## src/design/rpeoc_pkg.sv

```systemverilog
// Package of constants and types for the reference priority and Ethernet output register bank
package rpeoc_pkg;

    // Register byte addresses on the configuration port
    localparam logic [7:0] RPEOC_ADDR_IN3_PRIO = 8'h1A;
    localparam logic [7:0] RPEOC_ADDR_IN4_PRIO = 8'h1B;
    localparam logic [7:0] RPEOC_ADDR_ENET_OUT = 8'h1C;

    // Values after reset, one per priority path for inputs 3 and 4, then the Ethernet, PLL and read data values
    localparam logic [7:0] RPEOC_IN3_RESET_T0 = 8'h00;
    localparam logic [7:0] RPEOC_IN3_RESET_T4 = 8'h00;
    localparam logic [7:0] RPEOC_IN4_RESET_T0 = 8'h05;
    localparam logic [7:0] RPEOC_IN4_RESET_T4 = 8'h00;
    localparam logic [7:0] RPEOC_ENET_RESET = 8'h00;
    localparam logic RPEOC_PLL_ON_RESET = 1'h1;
    localparam logic [7:0] RPEOC_RD_RESET = 8'h00;

    // Storable bits of each register; the rest always read zero
    localparam logic [7:0] RPEOC_IN3_MASK = 8'hF0;
    localparam logic [7:0] RPEOC_IN4_MASK = 8'h0F;
    localparam logic [7:0] RPEOC_ENET_MASK = 8'hF6;

    // Field positions
    localparam int RPEOC_RANK_W = 4;
    localparam int RPEOC_IN3_RANK_LSB = 4;
    localparam int RPEOC_IN4_RANK_LSB = 0;
    localparam int RPEOC_SYNC_BIT = 7;
    localparam int RPEOC_PLL_OFF_BIT = 6;
    localparam int RPEOC_OUT1_BIT = 5;
    localparam int RPEOC_OUT4_BIT = 4;
    localparam int RPEOC_OUT3_BIT = 2;
    localparam int RPEOC_OUT2_BIT = 1;
    localparam logic [3:0] RPEOC_RANK_OFF = 4'h0;

    // Result of comparing the two ranks of one path
    typedef enum logic [1:0] {
        RPEOC_PICK_NONE,
        RPEOC_PICK_IN3,
        RPEOC_PICK_IN4
    } rpeoc_pick_t;

    // Configuration port request
    typedef struct packed {
        logic [7:0] addr;
        logic [7:0] wdata;
        logic wr;
        logic rd;
    } rpeoc_bus_req_t;

    // Ethernet output controls seen by the clock generators
    typedef struct packed {
        logic sync_align;
        logic pll_on;
        logic out1_ethernet_select;
        logic out2_ethernet_select;
        logic out3_ethernet_select;
        logic out4_ethernet_select;
    } rpeoc_enet_out_t;

    // Full state of the register bank
    typedef struct packed {
        logic [7:0] in3_t0;
        logic [7:0] in3_t4;
        logic [7:0] in4_t0;
        logic [7:0] in4_t4;
        logic [7:0] enet;
        logic pll_on;
        logic [7:0] rd_data;
    } rpeoc_top_state_t;

    // State of one rank evaluator
    typedef struct packed {
        rpeoc_pick_t pick;
    } rpeoc_eval_state_t;

    // A rank of zero takes the input out of automatic selection
    function automatic logic rpeoc_rank_available(input logic [3:0] rank);
        return rank != RPEOC_RANK_OFF;
    endfunction

endpackage

```

## src/design/rpeoc_rank_eval.sv

```systemverilog
// Registered comparison of the input 3 and input 4 ranks of one selection path
`timescale 1ns/1ps
`default_nettype none

module rpeoc_rank_eval
    import rpeoc_pkg::*;
(
    input wire logic clk, // System clock
    input wire logic rst, // Synchronous reset, active high
    input wire logic [3:0] rank_in3, // Rank of input 3
    input wire logic [3:0] rank_in4, // Rank of input 4
    output rpeoc_pick_t pick // Preferred input, registered
);

    rpeoc_eval_state_t state_reg;
    rpeoc_eval_state_t state_next;
    logic avail3;
    logic avail4;

    // Availability of each input
    assign avail3 = rpeoc_rank_available(rank_in3);
    assign avail4 = rpeoc_rank_available(rank_in4);

    // Lower nonzero rank wins; a tie goes to input 3
    always_comb begin
        state_next = state_reg;
        if (avail3 && (!avail4 || rank_in3 <= rank_in4)) begin
            state_next.pick = RPEOC_PICK_IN3;
        end else if (avail4) begin
            state_next.pick = RPEOC_PICK_IN4;
        end else begin
            state_next.pick = RPEOC_PICK_NONE;
        end
    end

    // State register
    always_ff @(posedge clk) begin
        if (rst) begin
            state_reg.pick <= RPEOC_PICK_NONE;
        end else begin
            state_reg <= state_next;
        end
    end

    assign pick = state_reg.pick;
endmodule

`default_nettype wire

```

## src/design/rpeoc_top.sv

```systemverilog
// Register bank for input 3/4 priorities and Ethernet output configuration
`timescale 1ns/1ps
`default_nettype none

module rpeoc_top
    import rpeoc_pkg::*;
(
    input wire logic clk, // System clock, 50 MHz
    input wire logic rst, // Synchronous reset, active high
    input wire rpeoc_bus_req_t bus_req, // Address, write data and strobes
    input wire logic path_view_select, // 0 reaches path T0 priorities, 1 path T4
    output logic [7:0] rd_data, // Read data, valid the cycle after a read
    output rpeoc_enet_out_t enet_out, // Ethernet output controls
    output logic [3:0] input3_rank_t0, // Input 3 rank for path T0
    output logic [3:0] input3_rank_t4, // Input 3 rank for path T4
    output logic [3:0] input4_rank_t0, // Input 4 rank for path T0
    output logic [3:0] input4_rank_t4, // Input 4 rank for path T4
    output rpeoc_pick_t pick_t0, // Preferred input on path T0
    output rpeoc_pick_t pick_t4 // Preferred input on path T4
);

    rpeoc_top_state_t state_reg;
    rpeoc_top_state_t state_next;

    // Keeps only the storable bits of a written byte
    function automatic logic [7:0] keep_bits(input logic [7:0] data, input logic [7:0] mask);
        return data & mask;
    endfunction

    // Register writes, path steering and read answer
    always_comb begin
        state_next = state_reg;
        state_next.rd_data = RPEOC_RD_RESET;
        if (bus_req.wr) begin
            case (bus_req.addr)
                RPEOC_ADDR_IN3_PRIO: begin
                    if (path_view_select) begin
                        state_next.in3_t4 = keep_bits(bus_req.wdata, RPEOC_IN3_MASK);
                    end else begin
                        state_next.in3_t0 = keep_bits(bus_req.wdata, RPEOC_IN3_MASK);
                    end
                end
                RPEOC_ADDR_IN4_PRIO: begin
                    if (path_view_select) begin
                        state_next.in4_t4 = keep_bits(bus_req.wdata, RPEOC_IN4_MASK);
                    end else begin
                        state_next.in4_t0 = keep_bits(bus_req.wdata, RPEOC_IN4_MASK);
                    end
                end
                RPEOC_ADDR_ENET_OUT: begin
                    state_next.enet = keep_bits(bus_req.wdata, RPEOC_ENET_MASK);
                    state_next.pll_on = ~bus_req.wdata[RPEOC_PLL_OFF_BIT];
                end
                default: begin
                end
            endcase
        end
        if (bus_req.rd) begin
            case (bus_req.addr)
                RPEOC_ADDR_IN3_PRIO: begin
                    state_next.rd_data = path_view_select ? state_reg.in3_t4 : state_reg.in3_t0;
                end
                RPEOC_ADDR_IN4_PRIO: begin
                    state_next.rd_data = path_view_select ? state_reg.in4_t4 : state_reg.in4_t0;
                end
                RPEOC_ADDR_ENET_OUT: begin
                    state_next.rd_data = state_reg.enet;
                end
                default: begin
                    state_next.rd_data = RPEOC_RD_RESET;
                end
            endcase
        end
    end

    // State register with reset values
    always_ff @(posedge clk) begin
        if (rst) begin
            state_reg.in3_t0 <= RPEOC_IN3_RESET_T0;
            state_reg.in3_t4 <= RPEOC_IN3_RESET_T4;
            state_reg.in4_t0 <= RPEOC_IN4_RESET_T0;
            state_reg.in4_t4 <= RPEOC_IN4_RESET_T4;
            state_reg.enet <= RPEOC_ENET_RESET;
            state_reg.pll_on <= RPEOC_PLL_ON_RESET;
            state_reg.rd_data <= RPEOC_RD_RESET;
        end else begin
            state_reg <= state_next;
        end
    end

    // Outputs taken straight from the state register
    assign rd_data = state_reg.rd_data;
    assign input3_rank_t0 = state_reg.in3_t0[RPEOC_IN3_RANK_LSB +: RPEOC_RANK_W];
    assign input3_rank_t4 = state_reg.in3_t4[RPEOC_IN3_RANK_LSB +: RPEOC_RANK_W];
    assign input4_rank_t0 = state_reg.in4_t0[RPEOC_IN4_RANK_LSB +: RPEOC_RANK_W];
    assign input4_rank_t4 = state_reg.in4_t4[RPEOC_IN4_RANK_LSB +: RPEOC_RANK_W];

    // Ethernet output controls
    assign enet_out.sync_align = state_reg.enet[RPEOC_SYNC_BIT];
    assign enet_out.pll_on = state_reg.pll_on;
    assign enet_out.out1_ethernet_select = state_reg.enet[RPEOC_OUT1_BIT];
    assign enet_out.out4_ethernet_select = state_reg.enet[RPEOC_OUT4_BIT];
    assign enet_out.out3_ethernet_select = state_reg.enet[RPEOC_OUT3_BIT];
    assign enet_out.out2_ethernet_select = state_reg.enet[RPEOC_OUT2_BIT];

    // Preferred input for each selection path
    rpeoc_rank_eval u_eval_t0 (
        .clk(clk),
        .rst(rst),
        .rank_in3(input3_rank_t0),
        .rank_in4(input4_rank_t0),
        .pick(pick_t0)
    );

    rpeoc_rank_eval u_eval_t4 (
        .clk(clk),
        .rst(rst),
        .rank_in3(input3_rank_t4),
        .rank_in4(input4_rank_t4),
        .pick(pick_t4)
    );

    // Helper: decoded write strobes
    logic wr_in3;
    logic wr_in4;
    logic wr_enet;
    assign wr_in3 = bus_req.wr && bus_req.addr == RPEOC_ADDR_IN3_PRIO;
    assign wr_in4 = bus_req.wr && bus_req.addr == RPEOC_ADDR_IN4_PRIO;
    assign wr_enet = bus_req.wr && bus_req.addr == RPEOC_ADDR_ENET_OUT;
endmodule

`default_nettype wire

```

## config.mk

```make
export PLATFORM = sky130hd
export DESIGN_NAME = rpeoc_top
export DESIGN_NICKNAME = d
export VERILOG_FILES = /design/src/design/rpeoc_pkg.sv /design/src/design/rpeoc_rank_eval.sv /design/src/design/rpeoc_top.sv
export SDC_FILE = /design/constraint.sdc
export NUM_CORES = 1
export LEC_CHECK = 0
export ABC_CLOCK_PERIOD_IN_PS = 1950
export BUFFER_PORTS_ARGS = -buffer_cell sky130_fd_sc_hd__buf_2
export CAP_MARGIN = 25
export CORE_MARGIN = 1
export CORE_UTILIZATION = 45
export DETAILED_ROUTE_END_ITERATION = 10
export HOLD_SLACK_MARGIN = 0.05
export PLACE_DENSITY = 0.78
export SLEW_MARGIN = 20
export SYNTH_ARGS = -nofsm -noshare
export SYNTH_HDL_FRONTEND = slang
export SYNTH_SLANG_ARGS = --single-unit
```

## constraint.sdc

```tcl
create_clock -name clk -period 1.95 [get_ports clk]
set_input_delay 0.39 -clock clk [delete_from_list [all_inputs] [get_ports clk]]
set_output_delay 0.39 -clock clk [all_outputs]
set_load 0.01 [all_outputs]
```

# After elaboration in Yosys (flattened, before gate mapping)
# Cells that the tools add are included.
[word_totals] word_cells=44 input_bits=21 regBits=35 out_inout_bits=34
[op_classes] eq_ne=3 bitwise_logic=3 magnitude_cmp=2 muxes=7 reduce_logical=18
[ops] cell="8-bit by 5-bit equality test with 1-bit output (second input constant)" count=3
[ops] cell="8-bit case mux with 3 select lines" count=1
[ops] cell="4-bit nonzero test" count=4
[ops] cell="3-bit AND reduction" count=4
[ops] cell="4-bit less-or-equal comparator" count=2
[ops] cell="8-bit 2-to-1 mux" count=1
[ops] cell="2-bit OR reduction" count=3
[ops] cell="2-bit 2-to-1 mux" count=2
[ops] cell="4-bit 2-to-1 mux" count=1
[ops] cell="1-bit inverter" count=3
[ops] cell="1-bit logical AND" count=2
[ops] cell="1-bit logical NOT" count=2
[ops] cell="1-bit logical OR" count=2
[ops] cell="1-bit 2-to-1 mux" count=2
[ops] cell="2-bit AND reduction" count=1

# Longest topological paths before layout
[logic_depth] ltp_word=5 mapped_depth=6

# By module
# Synthesis repeated with hierarchy kept, for this count alone.
[hier_totals] cells_unflattened=233 area_unflattened_um2=2113.3
[by_module_without_submodules] module="rpeoc_top" cells_per_inst=189 instances=1 area_each_um2=1707.9
[by_module_without_submodules] module="rpeoc_rank_eval" cells_per_inst=22 instances=2 area_each_um2=202.7

# Least setup slack after synthesis
# OpenSTA, ideal clock, no wires.
[synth_path] kind="input-to-reg" from="input bus_req[10] (netlist name)" to="register state_reg, in the netlist enet_out[0]" path_buffers=2 path_slack_ps=431 arrival_ps=1396 required_ps=1827 cell_stages=6 path_cell_list="buf_2 -> nor3b_2 -> nand4_1 -> buf_2 -> nand3_1 -> o21ai_0"
[synth_via] elab_chain_len=2
[synth_rtl] item="start, declared" line_no="rpeoc_top.sv:10" rtl="input wire rpeoc_bus_req_t bus_req,"
[synth_rtl] item="8-bit by 5-bit equality test with 1-bit output" line_no="rpeoc_top.sv:35" rtl="case (bus_req.addr)"
[synth_rtl] item="2-bit AND reduction (no line)"
[synth_rtl] item="end signal, assigned" line_no="rpeoc_top.sv:87" rtl="state_reg <= state_next;"
[synth_rtl] item="end, declared" line_no="rpeoc_top.sv:22" rtl="rpeoc_top_state_t state_reg;"
# No other way between the ends.
# A chain may end at the register's enable or synchronous reset.

# Worst setup path after layout
[layout_path] from="input bus_req[15] (netlist name)" to="register state_reg, in the netlist input3_rank_t0[1]"
[layout_via] elab_chain_len=2
[layout_rtl] item="8-bit by 5-bit equality test with 1-bit output" line_no="rpeoc_top.sv:35"
[layout_rtl] item="3-bit AND reduction (no line)"
# No other way between the ends.

==> qor.yml <==
vias: 1568
syn_inst: 211
vias_per_cell: 5.44
ys_ff_latch: 35
coreArea_mm2: 0.00380
relSlewSlack_pct: 65.6
cp_cell_sequence: "buf_2 -> nor4b_4 -> and4_4 -> or3b_4 -> o21ai_1"
drive_above_1_share_pct: 30.8
area_growth_pct: 10.6
antenna_found_initial: 0
place_hpwl_um: 3170
critPathMaxFanout: 4
die_w_um: 65.9
yosys.area_share.adder_pct: 5.45
setup.worst_path.class: "primary input to register"
synth-simple-area-share_pct: 22.6
cts_setup_buffers: 0
drc: 0
portBuffers: 54
numCtsBuffers: 5
syn_avg_cell_area_um2: 8.71
setup-tns-final_ps: 0
p_leak_nw: 0.930
synth-main-ff-cell: "dfxtp_1"
grt_pass1_wl_um: 6580
max_stage_delay_ps: 410
grt_max_degree: 17
fill_cells: 378
die_y_um: 65.9
track_usage_pct: 20.7
worst_slew_pin_slew_ps: 511
yosys-top-cells-count: "dfxtp_1, buf_4, nand3_1"
period_share_pct: 75.1
synth_xor_area_share_pct: 0
fmax_ghz: 0.683
fin_nets: 268
routedWlPerCell_um: 14.6
async_flop_share_pct: 0
min_period_ps: 1460
cp.required_ps: 2170
cts_buffer_depth: 2
yosysWarningCount: 0
first_global_vias: 1423
vdd_drop_max_mv: 0.364
postRouteAntennaNets: 0
synth.most_common_cell: "dfxtp_1"
crit_buf_inv: 1
io_pins: 55
clk_pin_slew_worst_paths_ps: 70
yosys-top-cells-area: "dfxtp_1, buf_4, ha_1"
crit_family: "simple AND/OR/NAND/NOR gates"
cts.sinks: 35
cp-end-kind: "register"
cts_root_buf: "clkbuf_8"
synth_top_family_by_area: "simple AND/OR/NAND/NOR gates"
first_pass_iters: 4
synth.net_count: 240
synth_edf_count: 0
synth_compound_area_share_pct: 11.4
cts_tree: "done"
regMostFlops: "rd_data"
power.density_mw_per_mm2: 651
synth_cell_types: 37
synthMuxAreaShare_pct: 6.20
worstPathArrival_ps: 1690
netlist_area_mm2: 0.00184
skew_ps: 3.72
globalplace.congestion: 0.884
antenna_cells: 0
wl_um: 4190
ys_seq_area_share_pct: 38.1
cp-start-kind: "primary input"
hold_viol: 0
synth_top_area_share_pct: 38.1
cts_max_level: 2
cts_hold_buf: 0
status: "finished clean"
setup_viol: 0
min_path_type: "primary input to register"
largest_register_ffs: 8
synth_top_cell_by_area: "dfxtp_1"
die-area_mm2: 0.00434
cp_slowest_cell: "or3b_4"
max_cap_viol_count: 0
drt_iter0_markers: 53
fin_total_pwr_mw: 1.32
cts_resized: 0
rows: 22
final_max_slew_viol_count: 0
grt_overflow: 0
rsz0062_at_grt: "false"
initial_core_util_pct: 48.4
clock_latency_ps: 300
worst reg2reg max path, cell delays in order, from the launching register on:
cell	delay [ps]
dfxtp_1	420
inv_1	70
ha_1	290
nor2b_1	130
o211ai_1	100
and3_1	170
nor4_1	200
power breakdown:
part	switching (mW)	internal (mW)
clock	0.270	0.249
combinational	0.0502	0.0352
sequential	0.000640	0.716
total	0.321	1.00
cells by family after synthesis:
kind of cell | count (synthesis)
adders and majority gates | 8
AOI/OAI and AO/OA | 35
and+or+nand+nor | 74
buffers and inverters | 48
muxes | 11
DFF | 35
path summary, 6_finish.rpt:
| check | start | endpoint | slack (ps) | cells past startpoint |
|---|---|---|---|---|
| max | bus_req[15] | input3_rank_t0[1] | 490 | 5 |
| min | bus_req[2] | input4_rank_t4[0] | 350 | 3 |
| max reg2reg | input4_rank_t4[1] | u_eval_t4.pick[1] | 490 | 6 |
| min reg2reg | enet_out[2] | enet_out[2] | 490 | 2 |
layout by cell type, fill, tap and decap left out:
cell        count
buf_2          54
dfxtp_1        35
nand3_1        19
o21ai_0        14
nor2_1         14
nand2_1        13
inv_1          10
mux2i_1         8
ha_1            8
a21oi_1         5
nand4_1         5
o21ai_1         5
clkbuf_8        5
buf_4           5
nor4_1          4
a22oi_1         4
nor2b_1         3
mux2_2          3
nor3_1          3
or4_1           2
nand3b_1        2
a2bb2oi_1       2
a311oi_1        1
o211a_1         1
o21a_1          1
nor4b_4         1
nor3b_2         1
and4_4          1
and4b_1         1
nor4b_1         1
nand4b_1        1
or3b_4          1
a31o_2          1
o211ai_1        1
nand2b_1        1
and3_1          1
clkinvlp_4      1
clkinv_2        1
clkbuf_1        1
layout make-up:
type | count | area (µm²) | area share (%)
timing repair buffer | 59 | 308 | 15.2
inverter | 10 | 37.5 | 1.85
multi-input combinational | 128 | 840 | 41.3
clock buffer | 6 | 72.6 | 3.57
sequential | 35 | 701 | 34.5
clock inverter | 2 | 12.5 | 0.616
tap | 48 | 60.1 | 2.96
through the flow:
stage | std cells | utilization (%) | cell area [µm²] | hold slack, ps | setup WS (ps)
after global routing | 288 | 53.5 | 2030 | 347 | 357
final | 288 | 53.5 | 2030 | 345 | 486
after detailed placement | 280 | 51.2 | 1950 | 474 | 212
after floorplan | 211 | - | 1840 | 451 | 431
after global placement | 280 | 51.2 | 1950 | 469 | 257
after CTS | 288 | 53.5 | 2030 | 344 | 481
metal layers:
layer / global-route usage, % / wire length, µm
met4: 13.3 / 136
met2: 33.4 / 2000
met1: 24.5 / 1830
met3: 4.66 / 224
met5: 0 / 0
(Power assumes the default switching activity.)
